### src/verilog/aoc_defines.svh
`ifndef AOC_DEFINES_SVH
`define AOC_DEFINES_SVH

// ==========================================================
// Page and register offsets
`define AOC_PAGE_NUM        8'h01
`define AOC_OFS_GAIN        8'h02
`define AOC_OFS_MUTE        8'h06
`define AOC_OFS_BOOST       8'h07
`define AOC_OFS_PINFN       8'h09

// ==========================================================
// Field positions
`define AOC_BIT_LEFT        4
`define AOC_BIT_RIGHT       0
`define AOC_BIT_MUTE        0
`define AOC_BIT_DEEMPH      1
`define AOC_BIT_REFPD       0

// ==========================================================
// Reset values
`define AOC_RST_GAIN        8'h00
`define AOC_RST_MUTE        8'h01
`define AOC_RST_BOOST       8'h00
`define AOC_RST_PINFN       8'h01
// Control outputs in aoc_ctrl_type field order: tracking and power-down set
`define AOC_RST_CTRL        7'h11

// ==========================================================
// Zero byte; no writable bit masks, since reserved bits are also stored
`define AOC_ZERO_BYTE       8'h00

`endif

### src/verilog/aoc_pkg.sv
package aoc_pkg;

  // ==========================================================
  // Register access request from the control-bus front end
  typedef struct packed {
    logic       wr;
    logic       rd;
    logic [7:0] page;
    logic [7:0] addr;
    logic [7:0] wdata;
  } aoc_req_type;

  // ==========================================================
  // Control bits delivered to the analog stages
  typedef struct packed {
    logic left_gain_attenuate;
    logic right_gain_attenuate;
    logic mute_follow_enable;
    logic left_amplitude_boost;
    logic right_amplitude_boost;
    logic deemphasis_pin_enable;
    logic reference_powerdown;
  } aoc_ctrl_type;

  // ==========================================================
  // Register bank contents
  typedef struct packed {
    logic [7:0] gain;
    logic [7:0] mute;
    logic [7:0] boost;
    logic [7:0] pinfn;
  } aoc_bank_type;

endpackage

### src/verilog/aoc_decode.sv
`timescale 1ns/1ps
`include "aoc_defines.svh"

// Page and offset decoder: one-hot select of the four registers
module aoc_decode
  import aoc_pkg::*;
(
  // ==========================================================
  // Access
  input  wire logic [7:0] page_i,
  input  wire logic [7:0] addr_i,
  // ==========================================================
  // Selects
  output      logic [3:0] sel_o,
  output      logic       hit_o
);

  function automatic logic match(input logic [7:0] pg, input logic [7:0] a, input logic [7:0] ofs);
    match = (pg == `AOC_PAGE_NUM) && (a == ofs);
  endfunction

  // Other pages never reach this bank
  always_comb begin
    sel_o[0] = match(page_i, addr_i, `AOC_OFS_GAIN);
    sel_o[1] = match(page_i, addr_i, `AOC_OFS_MUTE);
    sel_o[2] = match(page_i, addr_i, `AOC_OFS_BOOST);
    sel_o[3] = match(page_i, addr_i, `AOC_OFS_PINFN);
    hit_o    = |sel_o;
  end

endmodule

### src/verilog/aoc_regs.sv
`timescale 1ns/1ps
`include "aoc_defines.svh"

// How it works
// - Gain bit 4 attenuates left analog gain by 6 dB; resets 0.
// - Gain bit 0 attenuates right analog gain by 6 dB; resets 0.
// - Mute-tracking bit 0 lets analog mute follow digital mute; resets 1.
// - Boost bit 4 raises left amplitude 10 percent; resets 0.
// - Boost bit 0 raises right amplitude 10 percent; resets 0.
// - Pin-function bit 1 makes shared pin the de-emphasis input; resets 0.
// - Pin-function bit 0 powers reference down when set; resets 1.
// - These registers live on page 1; other pages do not reach them.
module aoc_regs
  import aoc_pkg::*;
(
  // ==========================================================
  // Clock and reset
  input  wire logic         core_clk_i,
  input  wire logic         nrst_i,
  // ==========================================================
  // Register access
  input  wire aoc_req_type  req_i,
  output      logic [7:0]   rdata_o,
  output      logic         rvalid_o,
  // ==========================================================
  // Analog controls
  output      aoc_ctrl_type ctrl_o
);

  // ==========================================================
  // State
  typedef struct packed {
    aoc_bank_type bank;
    logic [7:0]   rdata;
    logic         rvalid;
    aoc_ctrl_type ctrl;
  } aoc_state_type;

  aoc_state_type state_r;
  aoc_state_type state_nxt;
  logic [3:0]    sel;
  logic          hit;

  aoc_decode i_aoc_decode (
    .page_i (req_i.page),
    .addr_i (req_i.addr),
    .sel_o  (sel),
    .hit_o  (hit)
  );

  // ==========================================================
  // Next-state logic
  // Reserved bits are stored as written so read-back matches; software keeps them zero
  always_comb begin
    state_nxt = state_r;
    state_nxt.rvalid = 1'b0;
    if (req_i.wr) begin
      if (sel[0]) state_nxt.bank.gain  = req_i.wdata;
      if (sel[1]) state_nxt.bank.mute  = req_i.wdata;
      if (sel[2]) state_nxt.bank.boost = req_i.wdata;
      if (sel[3]) state_nxt.bank.pinfn = req_i.wdata;
    end
    if (req_i.rd) begin
      state_nxt.rvalid = 1'b1;
      unique case (1'b1)
        sel[0]:  state_nxt.rdata = state_r.bank.gain;
        sel[1]:  state_nxt.rdata = state_r.bank.mute;
        sel[2]:  state_nxt.rdata = state_r.bank.boost;
        sel[3]:  state_nxt.rdata = state_r.bank.pinfn;
        default: state_nxt.rdata = `AOC_ZERO_BYTE;
      endcase
    end
    // Controls are registered so the analog side sees glitch-free levels
    state_nxt.ctrl.left_gain_attenuate   = state_nxt.bank.gain[`AOC_BIT_LEFT];
    state_nxt.ctrl.right_gain_attenuate  = state_nxt.bank.gain[`AOC_BIT_RIGHT];
    state_nxt.ctrl.mute_follow_enable    = state_nxt.bank.mute[`AOC_BIT_MUTE];
    state_nxt.ctrl.left_amplitude_boost  = state_nxt.bank.boost[`AOC_BIT_LEFT];
    state_nxt.ctrl.right_amplitude_boost = state_nxt.bank.boost[`AOC_BIT_RIGHT];
    state_nxt.ctrl.deemphasis_pin_enable = state_nxt.bank.pinfn[`AOC_BIT_DEEMPH];
    state_nxt.ctrl.reference_powerdown   = state_nxt.bank.pinfn[`AOC_BIT_REFPD];
  end

  // ==========================================================
  // Registers
  always_ff @(posedge core_clk_i) begin
    if (!nrst_i) begin
      state_r.bank.gain  <= `AOC_RST_GAIN;
      state_r.bank.mute  <= `AOC_RST_MUTE;
      state_r.bank.boost <= `AOC_RST_BOOST;
      state_r.bank.pinfn <= `AOC_RST_PINFN;
      state_r.rdata      <= `AOC_ZERO_BYTE;
      state_r.rvalid     <= 1'b0;
      state_r.ctrl       <= `AOC_RST_CTRL;
    end else begin
      state_r <= state_nxt;
    end
  end

  // ==========================================================
  // Outputs
  assign rdata_o  = state_r.rdata;
  assign rvalid_o = state_r.rvalid;
  assign ctrl_o   = state_r.ctrl;

  // ==========================================================
  // Checks
  property p_left_gain;
    @(posedge core_clk_i) disable iff (!nrst_i)
    (req_i.wr && sel[0]) |=> (ctrl_o.left_gain_attenuate == $past(req_i.wdata[`AOC_BIT_LEFT]));
  endproperty
  a_left_gain: assert property (p_left_gain) else $error("left gain not updated");

  property p_right_gain;
    @(posedge core_clk_i) disable iff (!nrst_i)
    (req_i.wr && sel[0]) |=> (ctrl_o.right_gain_attenuate == $past(req_i.wdata[`AOC_BIT_RIGHT]));
  endproperty
  a_right_gain: assert property (p_right_gain) else $error("right gain not updated");

  property p_mute_reset;
    @(posedge core_clk_i) $rose(nrst_i) |-> ctrl_o.mute_follow_enable && ctrl_o.reference_powerdown;
  endproperty
  a_mute_reset: assert property (p_mute_reset) else $error("reset value wrong");

  property p_left_boost;
    @(posedge core_clk_i) disable iff (!nrst_i)
    (req_i.wr && sel[2]) |=> (ctrl_o.left_amplitude_boost == $past(req_i.wdata[`AOC_BIT_LEFT]));
  endproperty
  a_left_boost: assert property (p_left_boost) else $error("left boost wrong");

  property p_right_boost;
    @(posedge core_clk_i) disable iff (!nrst_i)
    (req_i.wr && sel[2]) |=> (ctrl_o.right_amplitude_boost == $past(req_i.wdata[`AOC_BIT_RIGHT]));
  endproperty
  a_right_boost: assert property (p_right_boost) else $error("right boost wrong");

  property p_deemph_pin;
    @(posedge core_clk_i) disable iff (!nrst_i)
    (req_i.wr && sel[3]) |=> (ctrl_o.deemphasis_pin_enable == $past(req_i.wdata[`AOC_BIT_DEEMPH]));
  endproperty
  a_deemph_pin: assert property (p_deemph_pin) else $error("de-emphasis enable wrong");

  property p_refpd_hold;
    @(posedge core_clk_i) disable iff (!nrst_i)
    !(req_i.wr && sel[3]) |=> $stable(ctrl_o.reference_powerdown);
  endproperty
  a_refpd_hold: assert property (p_refpd_hold) else $error("powerdown changed without write");

  property p_page_miss;
    @(posedge core_clk_i) disable iff (!nrst_i)
    (req_i.wr && req_i.page != `AOC_PAGE_NUM) |=> $stable(state_r.bank);
  endproperty
  a_page_miss: assert property (p_page_miss) else $error("other page reached bank");

  property p_read_back;
    @(posedge core_clk_i) disable iff (!nrst_i)
    (req_i.rd && !req_i.wr && sel[1]) |=> rvalid_o && (rdata_o == $past(state_r.bank.mute));
  endproperty
  a_read_back: assert property (p_read_back) else $error("read data wrong");

  property p_mute_write;
    @(posedge core_clk_i) disable iff (!nrst_i)
    (req_i.wr && sel[1]) |=> (ctrl_o.mute_follow_enable == $past(req_i.wdata[`AOC_BIT_MUTE]));
  endproperty
  a_mute_write: assert property (p_mute_write) else $error("mute tracking not updated");

  property p_refpd_write;
    @(posedge core_clk_i) disable iff (!nrst_i)
    (req_i.wr && sel[3]) |=> (ctrl_o.reference_powerdown == $past(req_i.wdata[`AOC_BIT_REFPD]));
  endproperty
  a_refpd_write: assert property (p_refpd_write) else $error("powerdown not updated");

  // Hold checks catch a decode slip that lets one register's write disturb another
  property p_gain_hold;
    @(posedge core_clk_i) disable iff (!nrst_i)
    !(req_i.wr && sel[0]) |=> $stable(ctrl_o.left_gain_attenuate) && $stable(ctrl_o.right_gain_attenuate);
  endproperty
  a_gain_hold: assert property (p_gain_hold) else $error("gain changed without write");

  property p_boost_hold;
    @(posedge core_clk_i) disable iff (!nrst_i)
    !(req_i.wr && sel[2]) |=> $stable(ctrl_o.left_amplitude_boost) && $stable(ctrl_o.right_amplitude_boost);
  endproperty
  a_boost_hold: assert property (p_boost_hold) else $error("boost changed without write");

  property p_mute_hold;
    @(posedge core_clk_i) disable iff (!nrst_i)
    !(req_i.wr && sel[1]) |=> $stable(ctrl_o.mute_follow_enable);
  endproperty
  a_mute_hold: assert property (p_mute_hold) else $error("mute tracking changed without write");

  property p_deemph_hold;
    @(posedge core_clk_i) disable iff (!nrst_i)
    !(req_i.wr && sel[3]) |=> $stable(ctrl_o.deemphasis_pin_enable);
  endproperty
  a_deemph_hold: assert property (p_deemph_hold) else $error("de-emphasis changed without write");

  property p_read_zero;
    @(posedge core_clk_i) disable iff (!nrst_i)
    (req_i.rd && !hit) |=> rvalid_o && (rdata_o == `AOC_ZERO_BYTE);
  endproperty
  a_read_zero: assert property (p_read_zero) else $error("missed read not zero");

  property p_read_gain;
    @(posedge core_clk_i) disable iff (!nrst_i)
    (req_i.rd && sel[0]) |=> rvalid_o && (rdata_o == $past(state_r.bank.gain));
  endproperty
  a_read_gain: assert property (p_read_gain) else $error("gain read data wrong");

  property p_read_pinfn;
    @(posedge core_clk_i) disable iff (!nrst_i)
    (req_i.rd && sel[3]) |=> rvalid_o && (rdata_o == $past(state_r.bank.pinfn));
  endproperty
  a_read_pinfn: assert property (p_read_pinfn) else $error("pin-function read data wrong");

  property p_rvalid_pulse;
    @(posedge core_clk_i) disable iff (!nrst_i)
    !req_i.rd |=> !rvalid_o;
  endproperty
  a_rvalid_pulse: assert property (p_rvalid_pulse) else $error("read valid without read");

  property p_ctrl_reset;
    @(posedge core_clk_i) $rose(nrst_i) |->
      !ctrl_o.left_gain_attenuate && !ctrl_o.right_gain_attenuate && !ctrl_o.left_amplitude_boost &&
      !ctrl_o.right_amplitude_boost && !ctrl_o.deemphasis_pin_enable && !rvalid_o &&
      (rdata_o == `AOC_ZERO_BYTE);
  endproperty
  a_ctrl_reset: assert property (p_ctrl_reset) else $error("cleared reset value wrong");

  // ==========================================================
  // Scenarios
  c_write_gain:  cover property (@(posedge core_clk_i) req_i.wr && sel[0]);
  c_read_pinfn:  cover property (@(posedge core_clk_i) req_i.rd && sel[3]);
  c_miss_read:   cover property (@(posedge core_clk_i) req_i.rd && !hit);
  c_write_mute:  cover property (@(posedge core_clk_i) req_i.wr && sel[1]);
  c_miss_write:  cover property (@(posedge core_clk_i) req_i.wr && (req_i.page != `AOC_PAGE_NUM));

endmodule

### config.mk
export PLATFORM = sky130hd
export DESIGN_NAME = aoc_regs
export DESIGN_NICKNAME = d
export VERILOG_FILES = /design/src/verilog/aoc_pkg.sv /design/src/verilog/aoc_decode.sv /design/src/verilog/aoc_regs.sv
export VERILOG_INCLUDE_DIRS = /design/src /design/src/verilog
export SDC_FILE = /design/constraint.sdc
export NUM_CORES = 1
export LEC_CHECK = 0
export BUFFER_PORTS_ARGS = -buffer_cell sky130_fd_sc_hd__buf_2
export CAP_MARGIN = 20
export CORE_ASPECT_RATIO = 1.4
export CORE_MARGIN = 4
export CORE_UTILIZATION = 50
export CTS_BUF_LIST = sky130_fd_sc_hd__clkbuf_8
export DETAILED_ROUTE_END_ITERATION = 10
export GPL_TIMING_DRIVEN = 0
export PLACE_DENSITY = 0.77
export SYNTH_ARGS = -nofsm -noshare
export SYNTH_HDL_FRONTEND = slang
export SYNTH_SLANG_ARGS = --single-unit
export TNS_END_PERCENT = 5
### constraint.sdc
create_clock -name core_clk_i -period 1.21 [get_ports core_clk_i]
set_input_delay 0.1815 -clock core_clk_i [delete_from_list [all_inputs] [get_ports core_clk_i]]
set_output_delay 0.1815 -clock core_clk_i [all_outputs]
set_load 0.01 [all_outputs]
==> impl_results.md, run 1 <==
* Status: complete, no violations
* Worst-path fanout max at 8
* Vias per cell at 5.40
* Unique cell type count in the Yosys netlist at 24
* Initial DRC count at 66
* Effective utilization at floorplan at 0.528
* Worst-case clock buffer depth at 2
* Routability congestion estimate from global placement at 0.798
* Relative slew slack at 0.650
* Mux share of post-synthesis cell area at 0.162
* Share of the yosys chip area belonging to registers at 0.416
* Tcrit/Tclk final at 0.973
* Critical Path AT at 1390 ps
* Slew @ Worst Pin at 525 ps
* Slowest stage delay, CP at 340 ps
* Mean Syn Cell Area at 10.1 sq um
* PwrDens at 1010 nW/um^2
* Via count at 1554
* VDD IR max at 0.000947 V
* Die Ht at 82.4 um
* Final Max Slew Viols at 0
* First-pass GRT wire length at 7.25 mm
* Met2 usage at 0.361
* CP cell instances: buf_6 -> nor4_4 -> nand4_4 -> buf_12 -> nor2_8 -> mux2i_1
* P_leak at 1.07 nW
* Grt ovf at 0
* Grt met1 use at 0.213
* Clock Skew at 2.60 ps
* Cell family with most CP delay: simple AND/OR/NAND/NOR gates
* Core area at 3740 sq um
* Largest family of logic cells by synthesized area: simple AND/OR/NAND/NOR gates
* RSZ-0062 raised after global routing: true
* H-tree Lvls at 2
* DIE WIDTH at 61.1 um
* Post-DR wirelength/cell at 15.1 um
* Die area at 5030 sq um
* Aggregate routed wire length at 4.35 mm
* Clk pin slew, worst setup/hold paths at 70 ps
* Worst path required time at 1420 ps
* Synth warn at 0
* Area growth from synthesis to layout at 20.7%
* DRC viols at 0
* I/O pins at 44
* Min Tclk post-route at 1180 ps
* DP Area at 2240 sq um
* Busiest grt layer: met2
* Vias in the first global route at 1580
* Num CTS Buffers at 5
* Diode count at 0
* GR Util All Layers at 0.198
* # rows at 26
* Antenna violations before repair at 0
* Critical-path top delay cell: nor4_4
* Final non-filler cell area at 2380 sq um
* Layout cells sized above 1 at 0.341
* Post-synthesis simple-gate area fraction at 0.241
* IO Port Bufs at 42
* Clock network latency to the later pin of the worst-skew pair at 290 ps
* Max Cap Violations at 0
* CTS Sinks at 41
* HP Class: input pin to flip-flop
* Critical path endpoint category: flip-flop
* Xor/xnor share of the synthesized area at 0
* Mapped Nets at 223
* Final hold violations at 0
* Largest net degree at the start of global routing at 12
* Synth Cell Area at 1970 sq um
* Final setup vio count at 0
* CP Class: input pin to flip-flop
* Synth Area in Adders at 0
* CTS Root Cell: clkbuf_8
* First-pass DRT Iterations at 4
* CTS tree: done
* Antenna-violating nets left at 0
* Critical path buffer and inverter count at 2
* GRT met3 Usage at 0.0513
* Commonest non-fill, non-tap cells in the layout: 47 x nand2_1, 41 x dfxtp_1, 39 x buf_2
* Synth Area in Compound Gates at 0.0989
* Setup crit start kind: input pin
* Final nets at 274
* Most common cell after layout, fill and taps aside: nand2_1
* FF+latch count, synth at 41
* Fmax at 0.849 GHz
* Syn Inst Count at 195
* Setup_tns at 0 ps
* HPWL Detailed at 3.06 mm
==> power breakdown <==
part	switching (W)	total [W]	internal, W
registers	0.000000266	0.00135	0.00135
clock network	0.000434	0.000878	0.000444
logic	0.000107	0.000179	0.0000719
total	0.000542	0.00241	0.00187
==> sequential cells by signal, summed over array words and instances, names as in the netlist <==
register	flops
rdata_o	8
rvalid_o	1
state_r	32
==> worst paths after layout <==
kind,slack [ps],to,start,depth (start not counted)
min reg2reg,460,state_r[27],state_r[27],2
max reg2reg,280,rdata_o[1],state_r[41],3
max,30,state_r[18],req_i[22],6
min,170,rvalid_o,req_i[24],2
==> what timing repair did <==
action / CTS / global route
gates cloned: 0 / 0
gates resized for setup: 5 / 3
endpoints found under the setup margin: 34 / 20
pin swaps: 7 / 5
hold buffers: 0 / 0
buffers inserted: 4 / 0
==> per-stage QoR <==
step / setup WS [ps] / hold slack, ps / total power, W / utilization / cells
floorplan: -96.9 / 326 / 0.00146 / - / 195
global placement: -459 / 442 / 0.00155 / 0.598 / 279
detailed placement: -502 / 440 / 0.00155 / 0.598 / 279
CTS: 3.25 / 144 / 0.00241 / 0.636 / 288
global route: -36.6 / 174 / 0.00248 / 0.637 / 288
finish: 32.1 / 167 / 0.00241 / 0.637 / 288
==> worst register-to-register path, cell delays in order (launching register included) <==
cell     delay (ps)
dfxtp_1         330
a22oi_1         200
nand2_1         100
a22o_1          200
==> cells by family (layout without fill, tap and decap cells) <==
kind of cell,after synthesis,after routing
AO/OA/AOI/OAI,25,25
buffers and inverters,28,79
flip-flops,41,41
multiplexers,32,32
AND/OR/NAND/NOR,69,69
==> synth_stat cells <==
library cell   n  share of area
inv_1          1         0.0019
nor2_8         4          0.041
inv_2          3         0.0057
and4bb_1       1         0.0063
nand2_1       48          0.091
nor3_4         1         0.0082
a22o_1         8          0.035
nor2b_1        5          0.016
buf_4         15          0.057
dfxtp_1       41           0.42
mux2i_1       32           0.16
nor4b_1        1         0.0044
nand2b_1       1         0.0032
and4b_1        1         0.0051
nor4_4         2          0.022
and2_1         1         0.0032
buf_2          1         0.0025
buf_1          1         0.0019
nand4_4        1          0.011
and4bb_2       1         0.0063
a22oi_1       16          0.061
clkbuf_1       7          0.013
a21oi_1        1         0.0025
nor4b_4        2          0.024
==> area by class of cell <==
class | count | area, sq um
well taps | 42 | 52.6
clock buffers | 6 | 82.6
plain buffers | 22 | 143
inverters | 4 | 15.0
fillers | 320 | 1360
repair buffers | 46 | 272
flip-flops and latches | 41 | 821
multi-input cells | 126 | 995
clock inverters | 1 | 3.75
==> layer usage <==
metal	up-vias	share of wire
li1	767	-
met1	734	0.40
met2	45	0.52
met3	8	0.058
met4	0	0.024
met5	-	0
Note: power is estimated with default switching activity, not from simulation.
==> run 2, diff against run 1 <==
- ABC_AREA: unset -> 1
- CORE_UTILIZATION: 50 -> 51
- PLACE_DENSITY: 0.77 -> 0.78
==> run 2 against run 1 <==
Net effect: synthesized cell count up 44%; die area rose by 3.0%; critical path depth increased by 2; register-to-register slack better by 90 ps; flip-flop and latch count is the same; clock skew grew 4.1 ps; sequential power about the same; combinational power shrank 11%; final cell count grew 29%; total power rose by 8.8%; routed wire length is 12% higher.
==> impl_results.md, run 2 <==
* Status: complete, no violations
* Final WS setup at 54.7 ps
* Max reg flops at 32
* Initial DRC count at 91
* Final hold violations at 0
* Die area at 5190 sq um
* Ys async rst share at 0
* Vias per cell at 5.03
* DRC viols at 0
* P_leak at 1.07 nW
* Post-CTS setup buffers at 0
* H-tree Lvls at 2
* Most common cell after layout, fill and taps aside: nand2_1
* Most flops, register: state_r
* CTS tree: done
* Critical Path AT at 1340 ps
* RSZ-0062 raised after global routing: true
* Clock network latency to the later pin of the worst-skew pair at 280 ps
* Clock Skew at 6.67 ps
* Largest net degree at the start of global routing at 13
* Worst path required time at 1390 ps
* Number of synthesized flops with an enable pin at 0
* Largest family of logic cells by synthesized area: simple AND/OR/NAND/NOR gates
* Fmax at 0.866 GHz
* Post-Route Utilization at 0.622
* Xor/xnor share of the synthesized area at 0
* Worst-path fanout max at 10
* I/O pins at 44
* Register-to-register setup slack at 370 ps
* Routability congestion estimate from global placement at 0.897
* First-pass GRT wire length at 7.84 mm
* # rows at 27
* Setup crit start kind: input pin
* Post-synthesis simple-gate area fraction at 0.306
* DIE WIDTH at 62.0 um
* VDD IR max at 0.00104 V
* Mapped Nets at 308
* Num CTS Buffers at 5
* CP Class: input pin to flip-flop
* Setup WS pre-CTS at -265 ps
* Vias in the first global route at 1701
* Synth warn at 0
* Aggregate routed wire length at 4.87 mm
* Hold slack final at 178 ps
* Worst-case clock buffer depth at 2
* Max Cap Violations at 0
* Synth Area in Compound Gates at 0.158
* Yosys top cell by area: dfxtp_1
* Synth top area cells: dfxtp_1 39%, nand2_1 12%, a21oi_1 8.4%, nand3_1 8.2%, buf_4 5.4%
* Commonest non-fill, non-tap cells in the layout: 66 x nand2_1, 41 x buf_2, 41 x dfxtp_1
* Post-synth top area share at 0.394
* HPWL Detailed at 3.64 mm
* Diode count at 0
* Synth Area in Adders at 0
* IO Port Bufs at 41
* Critical path endpoint category: flip-flop
* Slew @ Worst Pin at 535 ps
* Layout cells sized above 1 at 0.277
* Syn Inst Count at 280
* Final non-filler cell area at 2460 sq um
* Share of the yosys chip area belonging to registers at 0.394
* Die Ht at 83.6 um
* Relative slew slack at 0.643
* GR Util All Layers at 0.197
* FF+latch count, synth at 41
* Antenna-violating nets left at 0
* CTS Root Cell: clkbuf_8
* Tcrit/Tclk final at 0.955
* Post-synth top cells: 66 x nand2_1, 41 x dfxtp_1, 35 x a21oi_1
* Final Max Slew Viols at 0
* CTS Sinks at 41
* PwrDens at 1070 nW/um^2
* Grt ovf at 0
* Clk pin slew, worst setup/hold paths at 80 ps
* Unique cell type count in the Yosys netlist at 22
* Mux share of post-synthesis cell area at 0
* Mean Syn Cell Area at 7.44 sq um
* Effective utilization at floorplan at 0.527
* Final nets at 356
* Final setup vio count at 0
* Area growth from synthesis to layout at 18.0%
* Top-count cell post-synth: nand2_1
* First-pass DRT Iterations at 4
* Min Tclk post-route at 1160 ps
* Core area at 3950 sq um
* Antenna violations before repair at 0
* HP Class: input pin to flip-flop
* Post-cts sizing count at 0
* DP Area at 2340 sq um
* Via count at 1873
* Post-DR wirelength/cell at 13.1 um
* Most used DFF post-synth: dfxtp_1
* CTS Hold Bufs at 0
* Synth Cell Area at 2080 sq um
-- run 2: cell count changes after synthesis, sizes merged, moves of 4 or more --
cell	change
a21oi	+37
a22o	-8
a22oi	-16
buf	+4
inv	+20
mux2i	-32
nand2	+20
nand3	+38
nor2	+16
nor2b	-5
o21ai	+24
-- run 2: path summary, 6_finish.rpt --
path / end / cells past startpoint / from
worst min-delay path: state_r[32] / 3 / req_i[0]
worst max register to register: rdata_o[5] / 4 / state_r[29]
worst max-delay path: state_r[44] / 8 / req_i[15]
worst min register to register: state_r[26] / 2 / state_r[26]
-- run 2: layer usage --
layer | global-route usage | vias to the layer above | part of all wire
met1 | 0.244 | 810 | 0.39
li1 | - | 995 | -
met2 | 0.325 | 59 | 0.52
met5 | 0 | - | 0
met3 | 0.0310 | 9 | 0.060
met4 | 0.0830 | 0 | 0.026
-- run 2: metrics by stage --
step           cells  total power [W]  setup TNS (ps)
2_1_floorplan    280          0.00145               0
3_3_place_gp     364          0.00154           -5790
3_5_place_dp     364          0.00154           -6890
4_1_cts          372          0.00264               0
5_1_grt          372          0.00271           -11.8
6_report         372          0.00262               0
-- run 2: cells by family (layout without fill, tap and decap cells) --
family                 after synthesis  count (layout)
buffers and inverters               51             100
AOI/OAI and AO/OA                   62              62
DFF                                 41              41
and+or+nand+nor                    126             126
-- run 2: final cells by class --
class	count	area (sq um)
plain buffers	25	189
clock buffers	6	82.6
clock inverters	2	33.8
fillers	395	1490
inverters	26	108
multi-input cells	188	966
flip-flops and latches	41	821
well taps	43	53.8
repair buffers	41	205
-- run 2: where the power goes --
group	switching [W]	total, W	internal (W)
clock network	0.000446	0.00111	0.000664
logic	0.000104	0.000159	0.0000550
registers	0.000000341	0.00135	0.00135
-- run 2: critical path, stage by stage --
cell,delay [ps]
buf_2,100
nor2_2,140
nand2_4,110
nor2_4,270
nand3_4,170
buf_6,190
o21ai_2,120
a21oi_2,40
==> run 3, diff against run 2 <==
- RECOVER_POWER: unset -> 50
==> run 3 against run 2 <==
Net effect: sequential share of layout area rose by 0.26 points; final cell count did not move; largest cell class unchanged; clock power barely moved; global-route usage did not move; non-clock buffer count did not move.
==> impl_results.md, run 3 (synthesized netlist as in run 2, its figures left out) <==
* RSZ-0062 raised after global routing: true
* VDD IR max at 0.00104 V
* Critical path endpoint category: flip-flop
* Relative slew slack at 0.645
* Die Ht at 83.6 um
* IO Port Bufs at 41
* PwrDens at 1080 nW/um^2
* Antenna-violating nets left at 0
* Layout cells sized above 1 at 0.231
* CP Class: input pin to flip-flop
* Largest net degree at the start of global routing at 13
* Most common cell after layout, fill and taps aside: nand2_1
* Core area at 3950 sq um
* P_leak at 1.01 nW
* Tcrit/Tclk final at 0.949
* Hold slack final at 169 ps
* Post-DR wirelength/cell at 13.1 um
* R2R depth at 4
* Clock network latency to the later pin of the worst-skew pair at 290 ps
* First-pass DRT Iterations at 4
* Cell depth of the worst hold path at 3
* Setup crit start kind: input pin
* H-tree Lvls at 2
* Register share of total power at 0.514
* Area growth from synthesis to layout at 17.1%
* Final non-filler cell area at 2440 sq um
* First-pass GRT wire length at 7.84 mm
* Die area at 5190 sq um
* Switch Pwr at 0.000559 W
* Effective utilization at floorplan at 0.527
* Most flops, register: state_r
* Final nets at 356
* Sw Ratio at 0.213
* Final hold violations at 0
* Worst R2R Start: state_r[29]
* Aggregate routed wire length at 4.88 mm
* DRC viols at 0
* Via count at 1879
* Vias per cell at 5.05
* HPWL Detailed at 3.64 mm
* Num CTS Buffers at 5
* Worst Min Path Start: req_i[0]
* CTS tree: done
* Worst-path fanout max at 10
* Vias in the first global route at 1701
* Fmax at 0.870 GHz
* RR Endpoint: rdata_o[5]
* Clock Skew at 7.25 ps
* Max Cap Violations at 0
* Slew @ Worst Pin at 533 ps
* I/O pins at 44
* Commonest non-fill, non-tap cells in the layout: 66 x nand2_1, 41 x dfxtp_1, 35 x a21oi_1
* Hold Crit Endpoint: state_r[32]
* Register-to-register setup slack at 360 ps
* Min Tclk post-route at 1150 ps
* GR Util All Layers at 0.197
* Power share of the clock group at 0.426
* Grt ovf at 0
* Worst path required time at 1390 ps
* Internal at 0.00207 W
* Max reg flops at 32
* Clk pin slew, worst setup/hold paths at 80 ps
* Critical Path AT at 1330 ps
* CTS Sinks at 41
* Setup_tns at 0 ps
* Overall Power at 0.00263 W
* DIE WIDTH at 62.0 um
* Diode count at 0
* Status: complete, no violations
* Final setup vio count at 0
* Post-Layout Cell Count at 372
* # rows at 27
* Initial DRC count at 114
* Final Max Slew Viols at 0
* Logic pwr share at 0.060
* Antenna violations before repair at 0
* Worst-case clock buffer depth at 2
* DP Area at 2340 sq um
* Dpl cells at 364
* HP Class: input pin to flip-flop
* Routability congestion estimate from global placement at 0.897
* CTS Root Cell: clkbuf_8
==> run 3: power by group through the flow <==
stage | Sequential, W | Clock, W | Combinational, W
after CTS | 0.00135 | 0.00113 | 0.000160
after detailed placement | 0.00138 | 0 | 0.000159
after global placement | 0.00138 | 0 | 0.000156
after floorplan | 0.00138 | 0 | 0.0000719
final | 0.00135 | 0.00112 | 0.000159
after global routing | 0.00135 | 0.00119 | 0.000174
==> run 3: worst max-delay path, cell delays in order <==
cell and delay, ps:
buf_2 100, nor2_2 140, nand2_4 110, nor2_4 280
nand3_4 160, buf_6 180, o21ai_1 110, a21oi_1 60
==> run 3: area by class of cell <==
| type | count | area (sq um) |
|---|---|---|
| fillers | 402 | 1510 |
| multi-input cells | 188 | 966 |
| flip-flops and latches | 41 | 821 |
| plain buffers | 25 | 189 |
| repair buffers | 41 | 186 |
| inverters | 26 | 108 |
| clock buffers | 6 | 82.6 |
| well taps | 43 | 53.8 |
| clock inverters | 2 | 33.8 |
==> run 3: per-stage QoR <==
stage	worst slack, ps	util
after floorplan	56.9	-
after global placement	-231	0.593
after detailed placement	-265	0.593
after CTS	39.6	0.622
after global routing	-6.96	0.617
final	61.1	0.617
==> run 3: metal layers <==
metal  global-route usage  routed length, um
met4               0.0830                142
met1                0.244               1930
met2                0.325               2540
met3               0.0310                277
met5                    0                  0
==> run 3: worst max path at each step <==
| stage | from | endpoint | slack (ps) |
|---|---|---|---|
| floorplan | req_i[15] | state_r[44] | 60 |
| global placement | req_i[15] | state_r[46] | -230 |
| detailed placement | req_i[15] | state_r[44] | -270 |
| CTS | req_i[15] | state_r[44] | 40 |
| global route | req_i[15] | state_r[28] | -7 |
| finish | req_i[15] | state_r[28] | 60 |
==> run 3: what timing repair did <==
action                                 in CTS  in global routing
setup endpoints to repair                   0                  4
endpoints found under the hold margin       0                  0
hold buffers                                0                  0
gates resized for setup                     0                  0
setup buffers                               0                  0
